==> config.mk <==
export PLATFORM = sky130hd
export DESIGN_NAME = cmp_config_ctrl
export DESIGN_NICKNAME = d
export VERILOG_FILES = /design/src/logic/cmp_pkg.sv /design/src/logic/cmp_config_ctrl.sv /design/src/logic/cmp_sync.sv
export SDC_FILE = /design/constraint.sdc
export NUM_CORES = 1
export LEC_CHECK = 0
export ABC_AREA = 0
export BUFFER_PORTS_ARGS = -buffer_cell sky130_fd_sc_hd__buf_4
export CORE_ASPECT_RATIO = 0.8
export CORE_MARGIN = 4
export CORE_UTILIZATION = 61
export CTS_CLUSTER_DIAMETER = 80
export CTS_CLUSTER_SIZE = 20
export DETAILED_ROUTE_END_ITERATION = 8
export GPL_TIMING_DRIVEN = 0
export PLACE_DENSITY = 0.94
export SETUP_SLACK_MARGIN = 0.4
export SKIP_LAST_GASP = 1
export SLEW_MARGIN = 20
export SYNTH_ARGS = -nofsm -noshare
export SYNTH_HDL_FRONTEND = slang
export SYNTH_SLANG_ARGS = --single-unit
==> constraint.sdc <==
create_clock -name clk_i -period 3.4 [get_ports clk_i]
set_input_delay 0.68 -clock clk_i [delete_from_list [all_inputs] [get_ports clk_i]]
set_output_delay 0.68 -clock clk_i [all_outputs]
set_load 0.02 [all_outputs]
==> src/logic/cmp_pkg.sv <==
// configuration mode / power-on-reset controller: shared constants and types
// assumes a single 200 MHz clock domain and a plain register port
package cmp_pkg;

    // clock and power-on reset timing
    localparam int unsigned CLK_MHZ = 200;
    localparam int unsigned POR_LONG_US = 100000;
    localparam int unsigned POR_SHORT_US = 2000;
    localparam int unsigned POR_LONG_CYC = POR_LONG_US * CLK_MHZ;
    localparam int unsigned POR_SHORT_CYC = POR_SHORT_US * CLK_MHZ;
    localparam int unsigned POR_CNT_W = 25;

    // internal initialisation and error hold lengths, in clock cycles
    localparam logic [7:0] INIT_CYCLES = 8'h40;
    localparam logic [7:0] ERR_HOLD_CYCLES = 8'h08;

    // scheme-select encodings
    localparam logic [2:0] SCH_FAST_PARALLEL = 3'h0;
    localparam logic [2:0] SCH_ASYNC_PARALLEL = 3'h1;
    localparam logic [2:0] SCH_SERIAL = 3'h2;
    localparam logic [2:0] SCH_RL_FAST_PARALLEL = 3'h4;
    localparam logic [2:0] SCH_RL_ASYNC_PARALLEL = 3'h5;
    localparam logic [2:0] SCH_RL_SERIAL = 3'h6;

    // register map (byte addresses)
    localparam int unsigned ADDR_W = 8;
    localparam logic [7:0] REG_CTRL = 8'h00;
    localparam logic [7:0] REG_STATE = 8'h04;
    localparam logic [7:0] REG_IRQ_STAT = 8'h08;
    localparam logic [7:0] REG_IRQ_MASK = 8'h0C;
    localparam logic [7:0] REG_SHIFT = 8'h10;

    // field positions
    localparam int unsigned CTRL_AUTO_BIT = 0;
    localparam int unsigned ST_FSM_LSB = 0;
    localparam int unsigned ST_SCHEME_LSB = 4;
    localparam int unsigned ST_REMOTE_BIT = 8;
    localparam int unsigned ST_JTAG_BIT = 9;
    localparam int unsigned ST_DONE_BIT = 10;
    localparam int unsigned ST_INITEN_BIT = 11;
    localparam int unsigned ST_USER_BIT = 12;
    localparam int unsigned ST_PULLUP_BIT = 13;
    localparam int unsigned SHIFT_CNT_LSB = 16;

    // interrupt sources
    localparam int unsigned IRQ_W = 4;
    localparam int unsigned IRQ_DONE = 0;
    localparam int unsigned IRQ_USER = 1;
    localparam int unsigned IRQ_ERROR = 2;
    localparam int unsigned IRQ_REQUEST = 3;

    // reset values
    localparam logic CTRL_AUTO_RST = 1'b0;
    localparam logic [IRQ_W-1:0] IRQ_MASK_RST = 4'h0;

    // synchroniser width: scheme(3) remote req delay pullup supply jtag clk data status
    localparam int unsigned SYNC_W = 12;

    typedef enum logic [2:0] {
        CMP_POR = 3'b000,
        CMP_IDLE = 3'b001,
        CMP_CONFIG = 3'b011,
        CMP_INIT = 3'b010,
        CMP_USER = 3'b110,
        CMP_ERROR = 3'b100
    } cmp_fsm_t;

endpackage

==> src/logic/cmp_config_ctrl.sv <==
// configuration front end: power-on reset, scheme decode, config/init/user sequencing
// assumes pins arrive asynchronously; the data loader sits on the same clock
//
// Contract
// - decode scheme select: 000 fast par, 001 async par, 010 serial, 100/101/110 remote/local.
// - remote/local schemes also sample the remote-versus-local select input.
// - boundary-scan configuration has priority; scheme select is then ignored.
// - done output low from power-up through configuration, high once complete.
// - configuration request driven low pulls done output low again.
// - user pins tri-stated during configuration, enabled only after initialisation.
// - init-done enabled by first-frame option bit drives low once loaded.
// - after loading, initialise, then enter user mode only when initialisation ends.
// - power-on reset delay is 100 ms with select low, 2 ms with it high.
// - status held low after power-up until all supplies pass their trip points.
// - weak pull-ups before and during configuration unless pull-up disable is high; the code holds them off while rstn_i is low.
// - serial scheme captures one data bit on each configuration clock rising edge.
// - on error drive status low, reset internally, restart if auto restart enabled.
`timescale 1ns/1ps
module cmp_config_ctrl
    import cmp_pkg::*;
#(
    parameter int unsigned POR_LONG_CYCLES = POR_LONG_CYC,
    parameter int unsigned POR_SHORT_CYCLES = POR_SHORT_CYC
) (
    input wire logic clk_i,
    input wire logic rstn_i,
    input wire logic [2:0] scheme_select_i,
    input wire logic remote_local_select_i,
    input wire logic config_request_n_i,
    input wire logic reset_delay_select_i,
    input wire logic weak_pullup_disable_i,
    input wire logic supplies_ok_i,
    input wire logic jtag_config_i,
    input wire logic config_clock_i,
    input wire logic serial_config_data_i,
    input wire logic config_status_n_i,
    input wire logic load_complete_i,
    input wire logic config_error_i,
    input wire logic option_valid_i,
    input wire logic option_init_done_i,
    input wire logic [ADDR_W-1:0] reg_addr_i,
    input wire logic [31:0] reg_wdata_i,
    input wire logic reg_we_i,
    input wire logic reg_re_i,
    output logic [31:0] reg_rdata_o,
    output logic config_done_out_o,
    output logic config_status_n_o,
    output logic config_status_n_oe_o,
    output logic init_done_o,
    output logic init_done_oe_o,
    output logic user_io_enable_o,
    output logic weak_pullup_en_o,
    output logic [2:0] scheme_o,
    output logic remote_update_o,
    output logic jtag_mode_o,
    output logic user_mode_o,
    output logic irq_o
);

    typedef struct packed {
        cmp_fsm_t st;
        logic [POR_CNT_W-1:0] por_cnt;
        logic [7:0] cnt;
        logic [2:0] scheme;
        logic remote;
        logic jtag_mode;
        logic done;
        logic status_drv;
        logic init_done_drv;
        logic init_done_en;
        logic user_io_en;
        logic pullup_en;
        logic auto_restart;
        logic [IRQ_W-1:0] irq_stat;
        logic [IRQ_W-1:0] irq_mask;
        logic irq;
        logic [31:0] rdata;
        logic [15:0] shift;
        logic [15:0] bit_cnt;
        logic clk_prev;
        logic jtag_prev;
    } cmp_state_t;

    localparam logic [POR_CNT_W-1:0] POR_LONG_LIM = POR_CNT_W'(POR_LONG_CYCLES - 1);
    localparam logic [POR_CNT_W-1:0] POR_SHORT_LIM = POR_CNT_W'(POR_SHORT_CYCLES - 1);

    cmp_state_t q;
    cmp_state_t d;

    logic [SYNC_W-1:0] sync_w;
    logic [2:0] s_scheme;
    logic s_remote;
    logic s_req_n;
    logic s_delay_sel;
    logic s_pullup_dis;
    logic s_supply;
    logic s_jtag;
    logic s_config_clock;
    logic s_data;
    logic s_status;

    cmp_sync #(
        .WIDTH(SYNC_W)
    ) u_sync (
        .clk_i(clk_i),
        .rstn_i(rstn_i),
        .async_i({scheme_select_i, remote_local_select_i, config_request_n_i,
                  reset_delay_select_i, weak_pullup_disable_i, supplies_ok_i,
                  jtag_config_i, config_clock_i, serial_config_data_i,
                  config_status_n_i}),
        .sync_o(sync_w)
    );

    assign s_scheme = sync_w[11:9];
    assign s_remote = sync_w[8];
    assign s_req_n = sync_w[7];
    assign s_delay_sel = sync_w[6];
    assign s_pullup_dis = sync_w[5];
    assign s_supply = sync_w[4];
    assign s_jtag = sync_w[3];
    assign s_config_clock = sync_w[2];
    assign s_data = sync_w[1];
    assign s_status = sync_w[0];

    function automatic logic scheme_legal(input logic [2:0] code);
        logic ok;
        ok = 1'b0;
        unique case (code)
            SCH_FAST_PARALLEL, SCH_ASYNC_PARALLEL, SCH_SERIAL,
            SCH_RL_FAST_PARALLEL, SCH_RL_ASYNC_PARALLEL, SCH_RL_SERIAL: ok = 1'b1;
            default: ok = 1'b0;
        endcase
        return ok;
    endfunction

    logic clk_rise;
    logic jtag_rise;
    logic start_cfg;
    logic serial_mode;
    logic [POR_CNT_W-1:0] por_lim;
    logic [IRQ_W-1:0] ev;
    logic [IRQ_W-1:0] w1c;

    always_comb begin
        d = q;
        d.rdata = '0;
        ev = '0;
        start_cfg = 1'b0;
        w1c = '0;
        clk_rise = s_config_clock & ~q.clk_prev;
        jtag_rise = s_jtag & ~q.jtag_prev;
        d.clk_prev = s_config_clock;
        d.jtag_prev = s_jtag;
        serial_mode = ~q.jtag_mode & ((q.scheme == SCH_SERIAL) | (q.scheme == SCH_RL_SERIAL));
        por_lim = s_delay_sel ? POR_SHORT_LIM : POR_LONG_LIM;

        if (reg_we_i) begin
            unique case (reg_addr_i)
                REG_CTRL: d.auto_restart = reg_wdata_i[CTRL_AUTO_BIT];
                REG_IRQ_STAT: w1c = reg_wdata_i[IRQ_W-1:0];
                REG_IRQ_MASK: d.irq_mask = reg_wdata_i[IRQ_W-1:0];
                default: ;
            endcase
        end

        unique case (q.st)
            CMP_POR: begin
                d.status_drv = 1'b1;
                d.done = 1'b0;
                // the delay only runs once every supply is above its trip point
                if (!s_supply) begin
                    d.por_cnt = '0;
                end else if (q.por_cnt != por_lim) begin
                    d.por_cnt = q.por_cnt + 1'b1;
                end else begin
                    d.status_drv = 1'b0;
                    d.st = CMP_IDLE;
                end
            end
            CMP_IDLE: begin
                // other devices may still hold status low; wait for the wire to rise
                if (s_req_n && s_status) begin
                    start_cfg = 1'b1;
                end
            end
            CMP_CONFIG: begin
                if (serial_mode && clk_rise) begin
                    d.shift = {q.shift[14:0], s_data};
                    d.bit_cnt = q.bit_cnt + 1'b1;
                end
                if (option_valid_i && option_init_done_i) begin
                    d.init_done_en = 1'b1;
                    d.init_done_drv = 1'b1;
                end
                if (config_error_i) begin
                    d.st = CMP_ERROR;
                    d.status_drv = 1'b1;
                    d.cnt = '0;
                    ev[IRQ_ERROR] = 1'b1;
                end else if (load_complete_i) begin
                    d.done = 1'b1;
                    d.st = CMP_INIT;
                    d.cnt = '0;
                    ev[IRQ_DONE] = 1'b1;
                end
            end
            CMP_INIT: begin
                if (q.cnt == INIT_CYCLES - 8'h01) begin
                    d.st = CMP_USER;
                    d.user_io_en = 1'b1;
                    d.init_done_drv = 1'b0;
                    ev[IRQ_USER] = 1'b1;
                end else begin
                    d.cnt = q.cnt + 8'h01;
                end
            end
            CMP_USER: ;
            CMP_ERROR: begin
                d.status_drv = 1'b1;
                d.done = 1'b0;
                if (q.cnt != ERR_HOLD_CYCLES) begin
                    d.cnt = q.cnt + 8'h01;
                end else if (q.auto_restart) begin
                    d.status_drv = 1'b0;
                    d.st = CMP_IDLE;
                end
            end
            default: begin
                d.st = CMP_POR;
                d.por_cnt = '0;
            end
        endcase

        // boundary-scan start overrides any scheme in progress
        if (q.st != CMP_POR && jtag_rise) begin
            d.st = CMP_CONFIG;
            d.jtag_mode = 1'b1;
            d.remote = 1'b0;
            d.done = 1'b0;
            d.user_io_en = 1'b0;
            d.init_done_en = 1'b0;
            d.init_done_drv = 1'b0;
            d.status_drv = 1'b0;
            d.shift = '0;
            d.bit_cnt = '0;
        end else if (start_cfg) begin
            d.jtag_mode = 1'b0;
            d.scheme = s_scheme;
            d.remote = s_scheme[2] & s_remote;
            d.shift = '0;
            d.bit_cnt = '0;
            d.init_done_en = 1'b0;
            d.init_done_drv = 1'b0;
            if (scheme_legal(s_scheme)) begin
                d.st = CMP_CONFIG;
            end else begin
                d.st = CMP_ERROR;
                d.status_drv = 1'b1;
                d.cnt = '0;
                ev[IRQ_ERROR] = 1'b1;
            end
        end

        // a low request returns to idle after power-on reset; scheme, remote and init-done enable keep their values
        if (q.st != CMP_POR && !s_req_n) begin
            d.st = CMP_IDLE;
            d.done = 1'b0;
            d.user_io_en = 1'b0;
            d.init_done_drv = 1'b0;
            d.status_drv = 1'b0;
            d.jtag_mode = 1'b0;
            if (q.st != CMP_IDLE) begin
                ev[IRQ_REQUEST] = 1'b1;
            end
        end

        d.pullup_en = ~d.user_io_en & ~s_pullup_dis;

        // set wins over the write-one clear
        d.irq_stat = (q.irq_stat & ~w1c) | ev;
        d.irq = |(d.irq_stat & d.irq_mask);

        if (reg_re_i) begin
            unique case (reg_addr_i)
                REG_CTRL: d.rdata[CTRL_AUTO_BIT] = q.auto_restart;
                REG_STATE: begin
                    d.rdata[ST_FSM_LSB +: 3] = q.st;
                    d.rdata[ST_SCHEME_LSB +: 3] = q.scheme;
                    d.rdata[ST_REMOTE_BIT] = q.remote;
                    d.rdata[ST_JTAG_BIT] = q.jtag_mode;
                    d.rdata[ST_DONE_BIT] = q.done;
                    d.rdata[ST_INITEN_BIT] = q.init_done_en;
                    d.rdata[ST_USER_BIT] = q.user_io_en;
                    d.rdata[ST_PULLUP_BIT] = q.pullup_en;
                end
                REG_IRQ_STAT: d.rdata[IRQ_W-1:0] = q.irq_stat;
                REG_IRQ_MASK: d.rdata[IRQ_W-1:0] = q.irq_mask;
                REG_SHIFT: begin
                    d.rdata[15:0] = q.shift;
                    d.rdata[SHIFT_CNT_LSB +: 16] = q.bit_cnt;
                end
                default: d.rdata = '0;
            endcase
        end
    end

    always_ff @(posedge clk_i or negedge rstn_i) begin
        if (!rstn_i) begin
            q <= '0;
            q.st <= CMP_POR;
            q.status_drv <= 1'b1;
            q.pullup_en <= 1'b0;
            q.auto_restart <= CTRL_AUTO_RST;
            q.irq_mask <= IRQ_MASK_RST;
        end else begin
            q <= d;
        end
    end

    // open-drain pins: the data level is always low, only the enable moves
    assign reg_rdata_o = q.rdata;
    assign config_done_out_o = q.done;
    assign config_status_n_o = 1'b0;
    assign config_status_n_oe_o = q.status_drv;
    assign init_done_o = 1'b0;
    assign init_done_oe_o = q.init_done_drv;
    assign user_io_enable_o = q.user_io_en;
    assign weak_pullup_en_o = q.pullup_en;
    assign scheme_o = q.scheme;
    assign remote_update_o = q.remote;
    assign jtag_mode_o = q.jtag_mode;
    assign user_mode_o = q.user_io_en;
    assign irq_o = q.irq;

endmodule // cmp_config_ctrl

==> src/logic/cmp_sync.sv <==
// two-flop synchroniser for a group of independent level inputs
// assumes every bit is a slow level; no bus coherency across bits
`timescale 1ns/1ps
module cmp_sync #(
    parameter int unsigned WIDTH = 1
) (
    input wire logic clk_i,
    input wire logic rstn_i,
    input wire logic [WIDTH-1:0] async_i,
    output logic [WIDTH-1:0] sync_o
);

    logic [WIDTH-1:0] meta_q;
    logic [WIDTH-1:0] sync_q;

    always_ff @(posedge clk_i or negedge rstn_i) begin
        if (!rstn_i) begin
            meta_q <= '0;
            sync_q <= '0;
        end else begin
            meta_q <= async_i;
            sync_q <= meta_q;
        end
    end

    assign sync_o = sync_q;

endmodule // cmp_sync

==> results of run 1 <==
[state kept, by name, summed over array words and instances, names as in the netlist]
name                  cells
config_status_n_oe_o      1
user_io_enable_o          1
weak_pullup_en_o          1
u_sync.meta_q            12
jtag_mode_o               1
u_sync.sync_o            12
scheme_o                  3
q                        80
init_done_oe_o            1
remote_update_o           1
irq_o                     1
config_done_out_o         1
reg_rdata_o              32
[critical path, cell delays in order, from the launching register on]
cell and delay, ps:
dfrtp_1 450, nor4b_1 460, nand3_1 460, nor4_1 630, and4_1 280, xnor2_1 120, nor2_1 50
[through the flow]
| step | setup slack [ps] | total power, mW | cells | cell area [sq um] |
|---|---|---|---|---|
| after floorplan | 1130 | 2.67 | 688 | 6820 |
| after global placement | 759 | 2.98 | 905 | 7550 |
| after detailed placement | 680 | 3.04 | 906 | 7590 |
| after CTS | 847 | 4.98 | 936 | 8200 |
| after global routing | 554 | 5.19 | 936 | 8200 |
| final | 819 | 4.99 | 936 | 8200 |
[routing by layer]
layer	share of wire, %	global-route usage (%)	wire length (um)	vias to the layer above
met5	0	0	0	-
met4	2.5	10.8	416	0
met3	8.8	6.94	1450	66
met2	49	44.4	8100	362
met1	39	34.1	6490	2756
li1	-	-	-	2540
[final cells by class]
class,instances,share of cell area (%)
flip-flops and latches,147,44.9
clock buffers,18,5.24
plain buffers,66,5.04
repair buffers,74,7.11
inverters,12,0.550
multi-input cells,463,32.8
clock inverters,12,2.20
well taps,144,2.20
[power groups by stage]
stage                     Sequential, mW  Combinational, mW  Clock [mW]
after global placement              2.00              0.975           0
after floorplan                     2.00              0.675           0
final                               1.99               1.06        1.94
after detailed placement            2.02               1.02           0
after CTS                           1.99               1.04        1.95
after global routing                2.01               1.16        2.03
[path summary, 6_finish.rpt]
kind / to / depth (start not counted)
min reg2reg: u_sync.sync_o[8]$_DFF_PN0_ / 0
min in group clk_i: u_sync.sync_o[8]$_DFF_PN0_ / 0
max in group asynchronous: config_status_n_oe_o$_DFF_PN1_ / 2
max reg2reg: q[17]$_DFFE_PN0P_ / 6
max: q[17]$_DFFE_PN0P_ / 6
min: reg_rdata_o[1]$_DFF_PN0_ / 1
[cells in the mapped netlist (6+ instances only)]
cell type	number	area share, %
nand2_1	94	5.2
and3_1	9	0.83
nor2_1	67	3.7
nand4_1	9	0.83
clkbuf_1	16	0.88
xor2_1	7	0.90
a22o_1	9	1.2
nand3b_1	6	0.66
o21ai_0	33	2.4
inv_1	12	0.66
nor4b_1	6	0.77
nor3_1	13	0.95
nand2b_1	7	0.64
and2_1	23	2.1
dfrtp_1	146	54
buf_2	8	0.59
a31oi_1	16	1.5
buf_4	39	4.3
a21oi_1	43	3.2
mux2_2	8	1.3
nand3_1	22	1.6
[cell families after synthesis]
group | share of synthesized area (%)
compound gates | 12.6
xor+xnor | 1.54
fa+ha+maj | 0.734
buf+inv | 6.71
flops | 54.0
mux | 2.27
other cells | 0.0550
simple gates | 22.1
==> results.json, run 1 <==
{
  "finalWirelength_um": 16500,
  "fmax_mhz": 387,
  "path_max_fanout": 10,
  "cts_hold_buf": 0,
  "routed_via_density": 6.12,
  "synth_seq_cells": 147,
  "syn_to_final_growth_pct": 20.2,
  "nets": 845,
  "h-tree-depth": 4,
  "grt_max_degree": 106,
  "grt_overflow_total": 0,
  "rrSetupSlack_ps": 820,
  "drc": 0,
  "initial_core_util_pct": 62.6,
  "outcome": "finished clean",
  "power.switching_mw": 1.52,
  "crit_start": "jtag_mode_o$_DFFE_PN0P_",
  "die_w_um": 126,
  "p_int_mw": 3.47,
  "die-area_sq_um": 12900,
  "drtPass1Iterations": 8,
  "multi_input_area_sq_um": 2690,
  "rsz0062_at_grt": "false",
  "hold_viol_final": 0,
  "end_kind": "flop",
  "synth_ff_type": "dfrtp_1",
  "drv_slew": 0,
  "place_congestion": 0.954,
  "final_util_pct": 75.3,
  "cts_tree": "yes",
  "insertedDiodeCount": 0,
  "p_comb_share_pct": 21.3,
  "ant_nets": 0,
  "portBuffers": 73,
  "track_usage_pct": 26.7,
  "worstMarginPinSlew_ps": 746,
  "worstPathArrival_ps": 2870,
  "chipHeight_um": 103,
  "drive_gt1_share_pct": 22.9,
  "avgSynthCellArea_sq_um": 9.93,
  "post_cts_buffers": 0,
  "async_flop_share_pct": 100,
  "seq_area_sq_um": 3680,
  "switching_share_pct": 30.5,
  "clkPwrFrac_pct": 38.8,
  "vias": 5724,
  "yosysUniqueCellTypes": 71,
  "cts_resized": 0,
  "layout_common_cells": "dfrtp_1 (146), buf_4 (111), nand2_1 (94)",
  "critPathRequiredTime_ps": 3690,
  "worst_ir_drop_vdd_v": 0.000462,
  "clk-insertion-delay-late_ps": 420,
  "p_seq_share_pct": 39.9,
  "cts_root_buf": "clkbuf_16",
  "syn_inst": 687,
  "critPathKind": "flop to flop",
  "cts_buffer_depth": 2,
  "leakage_nw": 3.81,
  "start_kind": "flop",
  "ys_seq_area_share_pct": 54.0,
  "nFillCells": 702,
  "relSlewSlack_pct": 50.0,
  "tns_ps": 0,
  "routedWlPerCell_um": 17.6,
  "hold_class": "primary input to asynchronous set/reset pin",
  "finalClockSkew_ps": 8.53,
  "layout_commonest_cell": "dfrtp_1",
  "numCtsBuffers": 17,
  "clk_pin_slew_worst_paths_ps": 60,
  "cap_violations": 0,
  "p_per_area_nw_per_um2": 609,
  "antenna_found_initial": 0,
  "core_region_area_sq_um": 10900,
  "clock_sinks": 147,
  "yosys_warnings": 0,
  "holdWs_ps": 129,
  "grt_pass1_vias": 5592,
  "finalCritPeriodShare_pct": 75.9,
  "synth_edf_count": 0,
  "grt_pass1_wl_um": 27500,
  "hpwl_um": 11200,
  "rows": 34,
  "regToRegStartpoint": "jtag_mode_o$_DFFE_PN0P_",
  "finalCriticalPeriod_ps": 2580,
  "pin_count": 106,
  "drt_iter0_markers": 702,
  "setup_viol": 0,
  "synthesis.area_sq_um": 6820
}
No activity file was read; power rests on OpenSTA's default activity.
==> inputs of run 2 (changes only) <==
--- a/config.mk
+++ b/config.mk
@@ -9,12 +9,12 @@
 export BUFFER_PORTS_ARGS = -buffer_cell sky130_fd_sc_hd__buf_4
 export CORE_ASPECT_RATIO = 0.8
 export CORE_MARGIN = 4
-export CORE_UTILIZATION = 61
+export CORE_UTILIZATION = 57
 export CTS_CLUSTER_DIAMETER = 80
 export CTS_CLUSTER_SIZE = 20
 export DETAILED_ROUTE_END_ITERATION = 8
 export GPL_TIMING_DRIVEN = 0
-export PLACE_DENSITY = 0.94
+export PLACE_DENSITY = 0.89
 export SETUP_SLACK_MARGIN = 0.4
 export SKIP_LAST_GASP = 1
 export SLEW_MARGIN = 20
==> constraint.sdc (replaced) <==
create_clock -name clk_i -period 2.7 [get_ports clk_i]
set_input_delay 0.54 -clock clk_i [delete_from_list [all_inputs] [get_ports clk_i]]
set_output_delay 0.54 -clock clk_i [all_outputs]
set_load 0.02 [all_outputs]
==> run 2 against run 1 <==
Effect of this change: the flow now finishes with violations (hold timing); setup slack lost 420 ps; first-iteration DRC count shrank 5.4%; fmax grew 12%; worst hold slack lost 140 ps; global-route usage shrank 2.7 points; combinational power grew 35%; sequential power grew 26%; final cell count grew 1.4%; via count shrank 3.4%; critical path type unchanged; critical endpoint is now q[120]$_DFFE_PN0P_; largest power group is now clock.
==> results.json, run 2 (synthesized netlist as in run 1, its figures left out) <==
{
  "layout_common_cells": "dfrtp_1 (146), buf_4 (118), nand2_1 (94)",
  "relSlewSlack_pct": 57.6,
  "grt_use_met2_pct": 37.2,
  "critPathKind": "flop to flop",
  "largest_reg_flops": 80,
  "finalCritPeriodShare_pct": 85.2,
  "cts_root_buf": "clkbuf_16",
  "rows": 35,
  "end_kind": "flop",
  "post-place-ws_ps": 136,
  "finalCriticalPeriod_ps": 2300,
  "clock_sinks": 147,
  "tns_ps": 0,
  "hpwl_um": 11000,
  "drv_slew": 0,
  "cap_violations": 0,
  "vias": 5528,
  "syn_to_final_growth_pct": 23.5,
  "drtPass1Iterations": 5,
  "chipHeight_um": 106,
  "cts_hold_buf": 0,
  "p_per_area_nw_per_um2": 777,
  "seq_area_sq_um": 3680,
  "nFillCells": 774,
  "initial_core_util_pct": 58.8,
  "clk-insertion-delay-late_ps": 430,
  "core_region_area_sq_um": 11600,
  "holdWs_ps": -7.28,
  "grt_pass1_vias": 5289,
  "violations": "hold timing",
  "routed_via_density": 5.83,
  "drt_iter0_markers": 664,
  "fin_ws_ps": 401,
  "track_usage_pct": 24.0,
  "setup_viol": 0,
  "worstPathArrival_ps": 2600,
  "critPathRequiredTime_ps": 3000,
  "drive_gt1_share_pct": 25.7,
  "worstMarginPinSlew_ps": 635,
  "hold_class": "primary input to asynchronous set/reset pin",
  "grt_pass1_wl_um": 26100,
  "grt_overflow_total": 0,
  "grtUsageMet1_pct": 33.3,
  "nets": 852,
  "multi_input_area_sq_um": 2790,
  "start_kind": "flop",
  "use_met3_pct": 5.02,
  "pin_count": 106,
  "finalWirelength_um": 16200,
  "cts_buffer_depth": 2,
  "antenna_found_initial": 0,
  "rsz0062_at_grt": "true",
  "top_register": "q",
  "ant_nets": 0,
  "h-tree-depth": 4,
  "numCtsBuffers": 17,
  "finalClockSkew_ps": 7.47,
  "final_util_pct": 72.6,
  "layout_commonest_cell": "dfrtp_1",
  "outcome": "complete, but fails checks",
  "clk_pin_slew_worst_paths_ps": 70,
  "grt_max_degree": 102,
  "leakage_nw": 3.92,
  "insertedDiodeCount": 0,
  "grt-busiest-layer": "met2",
  "routedWlPerCell_um": 17.1,
  "die-area_sq_um": 13800,
  "path_max_fanout": 8,
  "cts_tree": "yes",
  "portBuffers": 73,
  "die_w_um": 130,
  "worst_ir_drop_vdd_v": 0.000483,
  "hold_viol_final": 5,
  "drc": 0,
  "ff2ff_path_depth": 8,
  "place_congestion": 0.897,
  "fmax_mhz": 435
}
==> run 2: changes by cell type in the layout (fill, tap and decap cells not counted), sizes merged <==
cell and change:
clkinvlp -2, clkinv -2, inv +7, buf +6
==> run 2: cell type report <==
| type | count | share of cell area (%) |
|---|---|---|
| Multi-Input combinational cell | 463 | 33.1 |
| Timing Repair Buffer | 81 | 7.55 |
| Tap cell | 148 | 2.20 |
| Inverter | 12 | 0.535 |
| Sequential cell | 147 | 43.7 |
| Clock inverter | 15 | 2.75 |
| Buffer | 66 | 5.11 |
| Clock buffer | 17 | 5.05 |
==> run 2: where the power goes <==
| part | leakage [nW] | switching [mW] | internal, mW |
|---|---|---|---|
| clock | 0.324 | 1.01 | 1.59 |
| sequential | 1.95 | 0.153 | 2.35 |
| combinational | 1.64 | 0.875 | 0.560 |
| total | 3.92 | 2.03 | 4.51 |
==> run 2: final timing paths <==
check                      slack (ps)                    endpoint                        from
max                               400          q[120]$_DFFE_PN0P_          q[121]$_DFFE_PN0P_
min                                -7             irq_o$_DFF_PN0_                      rstn_i
max reg2reg                       400          q[120]$_DFFE_PN0P_          q[121]$_DFFE_PN0P_
min reg2reg                       350  u_sync.sync_o[3]$_DFF_PN0_  u_sync.meta_q[3]$_DFF_PN0_
max in group asynchronous        1920   reg_rdata_o[25]$_DFF_PN0_                      rstn_i
min in group clk_i                220  u_sync.meta_q[4]$_DFF_PN0_               supplies_ok_i
==> run 2: worst max-delay path, cell delays in order (launching register included) <==
cell,delay [ps]
dfrtp_1,330
buf_2,190
nor3_4,70
buf_4,140
a21oi_1,500
nor2_1,100
o21ai_0,290
o211ai_2,200
mux2_1,350
==> run 2: repair_timing <==
action,in CTS,in global routing
pin swaps,1,4
resized for setup,4,27
buffers inserted,1,6
endpoints found under the setup margin,13,60
==> run 2: routing by layer <==
layer,share of wire [%],vias to the layer above
li1,-,2563
met1,42,2672
met2,48,261
met3,8.4,32
met4,2.1,0
met5,0,-
==> run 2: through the flow <==
stage / power, mW / std cells / hold WS (ps) / instance area [sq um]
global route: 6.82 / 949 / 14.9 / 8420
global placement: 3.78 / 909 / 332 / 7560
finish: 6.54 / 949 / -7.28 / 8420
floorplan: 3.36 / 688 / 244 / 6820
detailed placement: 3.82 / 910 / 339 / 7590
CTS: 6.46 / 943 / 7.58 / 8280
==> inputs of run 3 (changes only) <==
--- a/config.mk
+++ b/config.mk
@@ -5,19 +5,20 @@
 export SDC_FILE = /design/constraint.sdc
 export NUM_CORES = 1
 export LEC_CHECK = 0
-export ABC_AREA = 0
+export ABC_AREA = 1
 export BUFFER_PORTS_ARGS = -buffer_cell sky130_fd_sc_hd__buf_4
 export CORE_ASPECT_RATIO = 0.8
 export CORE_MARGIN = 4
-export CORE_UTILIZATION = 57
+export CORE_UTILIZATION = 58
 export CTS_CLUSTER_DIAMETER = 80
 export CTS_CLUSTER_SIZE = 20
 export DETAILED_ROUTE_END_ITERATION = 8
 export GPL_TIMING_DRIVEN = 0
-export PLACE_DENSITY = 0.89
+export PLACE_DENSITY = 0.9
 export SETUP_SLACK_MARGIN = 0.4
 export SKIP_LAST_GASP = 1
 export SLEW_MARGIN = 20
 export SYNTH_ARGS = -nofsm -noshare
 export SYNTH_HDL_FRONTEND = slang
+export SYNTH_HIERARCHICAL = 1
 export SYNTH_SLANG_ARGS = --single-unit
==> run 3 against run 2 <==
Effect of this change: the run now ends clean; synthesized cell count up 34%; final cell count grew 27%; synthesized area rose by 8.6%; fmax grew 11%; flip-flop and latch count unchanged; critical path depth is 3 higher; setup slack improved by 230 ps; first-iteration DRC count grew 4.1%.
==> results.json, run 3 <==
{
  "outcome": "finished clean",
  "cts_tree": "yes",
  "grt_overflow_total": 0,
  "chipHeight_um": 109,
  "cap_violations": 0,
  "grt_use_met2_pct": 42.6,
  "pin_count": 106,
  "finalCritPeriodShare_pct": 76.8,
  "synthesis.area_sq_um": 7400,
  "h-tree-depth": 4,
  "crit_start": "q[95]$_DFFE_PN0P_",
  "largest_reg_flops": 80,
  "drt_iter0_markers": 691,
  "grt-busiest-layer": "met2",
  "cts_hold_buf": 0,
  "post-place-ws_ps": 618,
  "hpwl_um": 13400,
  "drtPass1Iterations": 6,
  "worstPathArrival_ps": 2390,
  "synthTopCellsByCount": "nand2_1 (219), dfrtp_1 (146), inv_1 (124)",
  "relSlewSlack_pct": 56.7,
  "drv_slew": 0,
  "regToRegStartpoint": "q[95]$_DFFE_PN0P_",
  "hold_class": "primary input to asynchronous set/reset pin",
  "die_w_um": 134,
  "final_cell_area_sq_um": 8820,
  "core_region_area_sq_um": 12300,
  "die-area_sq_um": 14600,
  "avgSynthCellArea_sq_um": 8.03,
  "synth_edf_count": 0,
  "leakage_nw": 4.42,
  "finalCriticalPeriod_ps": 2070,
  "numCtsBuffers": 17,
  "fmax_mhz": 482,
  "tns_ps": 0,
  "finalWirelength_um": 19100,
  "yosys_warnings": 6,
  "layout_common_cells": "nand2_1 (219), dfrtp_1 (146), inv_1 (124)",
  "synth_top_area_share_pct": 49.3,
  "layout_commonest_cell": "nand2_1",
  "grtUsageMet1_pct": 36.7,
  "yosysUniqueCellTypes": 41,
  "worstMarginPinSlew_ps": 649,
  "p_per_area_nw_per_um2": 548,
  "nFillCells": 907,
  "use_met3_pct": 6.73,
  "drc": 0,
  "start_kind": "flop",
  "track_usage_pct": 27.0,
  "synth_ff_type": "dfrtp_1",
  "cts_resized": 0,
  "post_cts_buffers": 0,
  "initial_core_util_pct": 60.0,
  "syn_to_final_growth_pct": 19.1,
  "place_congestion": 0.895,
  "nets": 1081,
  "synth_seq_cells": 147,
  "grt_pass1_wl_um": 31000,
  "finalClockSkew_ps": 7.10,
  "ant_nets": 0,
  "clk-insertion-delay-late_ps": 440,
  "multi_input_area_sq_um": 2830,
  "end_kind": "flop",
  "setup_viol": 0,
  "clock_sinks": 147,
  "clk_pin_slew_worst_paths_ps": 60,
  "portBuffers": 74,
  "rsz0062_at_grt": "false",
  "final_util_pct": 71.4,
  "cts_root_buf": "clkbuf_16",
  "vias": 6656,
  "fin_ws_ps": 627,
  "grt_max_degree": 77,
  "antenna_found_initial": 0,
  "worst_ir_drop_vdd_v": 0.000678,
  "drive_gt1_share_pct": 17.8,
  "syn_inst": 922,
  "insertedDiodeCount": 0,
  "routedWlPerCell_um": 15.9,
  "grt_pass1_vias": 6324,
  "yosys.area.top_type": "dfrtp_1",
  "cts_buffer_depth": 2,
  "rows": 36,
  "seq_area_sq_um": 3680,
  "top_register": "q",
  "routed_via_density": 5.54,
  "path_max_fanout": 10,
  "critPathRequiredTime_ps": 3020,
  "place_area_sq_um": 8210,
  "post-synth-top-count-cell": "nand2_1",
  "async_flop_share_pct": 100,
  "synth_area_leaders": "dfrtp_1 (49%), nand2_1 (11%), inv_1 (6.3%)",
  "hold_viol_final": 0,
  "ys_seq_area_share_pct": 49.7,
  "critPathKind": "flop to flop"
}
## run 3: cell types whose count changed after synthesis, moves of 19 or more
cell / before / now
nor2_1: 67 / 120
nand2_1: 94 / 219
and2_1: 23 / 0
a21oi_1: 43 / 24
nand3_1: 22 / 67
inv_1: 12 / 124
## run 3: through the flow
step / hold WS (ps) / cells / power (mW)
floorplan: 244 / 923 / 2.34
global placement: 332 / 1168 / 2.44
detailed placement: 335 / 1169 / 2.45
CTS: 85.7 / 1201 / 4.84
global route: 94.6 / 1201 / 4.96
finish: 47.8 / 1201 / 4.83
## run 3: final timing paths
path	endpoint	slack (ps)	cells after the start
worst max register to register	q[113]$_DFFE_PN0P_	630	11
worst min register to register	u_sync/sync_o[3]$_DFF_PN0_	350	0
max in group asynchronous	reg_rdata_o[14]$_DFF_PN0_	1920	2
worst min-delay path	q[114]$_DFFE_PN0P_	50	1
worst max-delay path	q[113]$_DFFE_PN0P_	630	11
min in group clk_i	u_sync/meta_q[8]$_DFF_PN0_	210	1
## run 3: report_power, final
group / leakage, nW / switching (mW) / total (mW) / internal (mW)
combinational: 2.18 / 0.103 / 0.159 / 0.0552
clock: 0.296 / 1.01 / 2.42 / 1.41
sequential: 1.95 / 0.0190 / 2.25 / 2.24
total: 4.42 / 1.13 / 4.83 / 3.70
## run 3: metal layers
metal,up-vias,part of all wire [%]
met5,-,0
met1,3185,43
li1,3115,-
met4,0,1.8
met3,37,7.8
met2,319,47
## run 3: worst max-delay path, cell delays in order (launching register included)
cell     delay [ps]
dfrtp_1         430
ha_1            330
nand2_1         150
nor2_1          140
nand2_1          70
nor3_1          170
nand2_1         130
nand2_4         140
nand2_4         100
buf_6           150
nand2_1          80
nand2_1          70
## run 3: logic make-up after synthesis
kind of cell	Yosys count	synth area share, %
simple gates	470	28.2
buf+inv	183	12.1
flops	147	49.7
compound gates	107	8.09
xor+xnor	10	1.18
fa+ha+maj	4	0.676
other cells	1	0.0506
## run 3: cell type report
class / instances / share of cell area, %
Inverter: 130 / 5.69
Clock inverter: 14 / 1.87
Multi-Input combinational cell: 593 / 32.1
Buffer: 53 / 4.46
Timing Repair Buffer: 75 / 6.70
Sequential cell: 147 / 41.7
Tap cell: 171 / 2.43
Clock buffer: 18 / 4.98
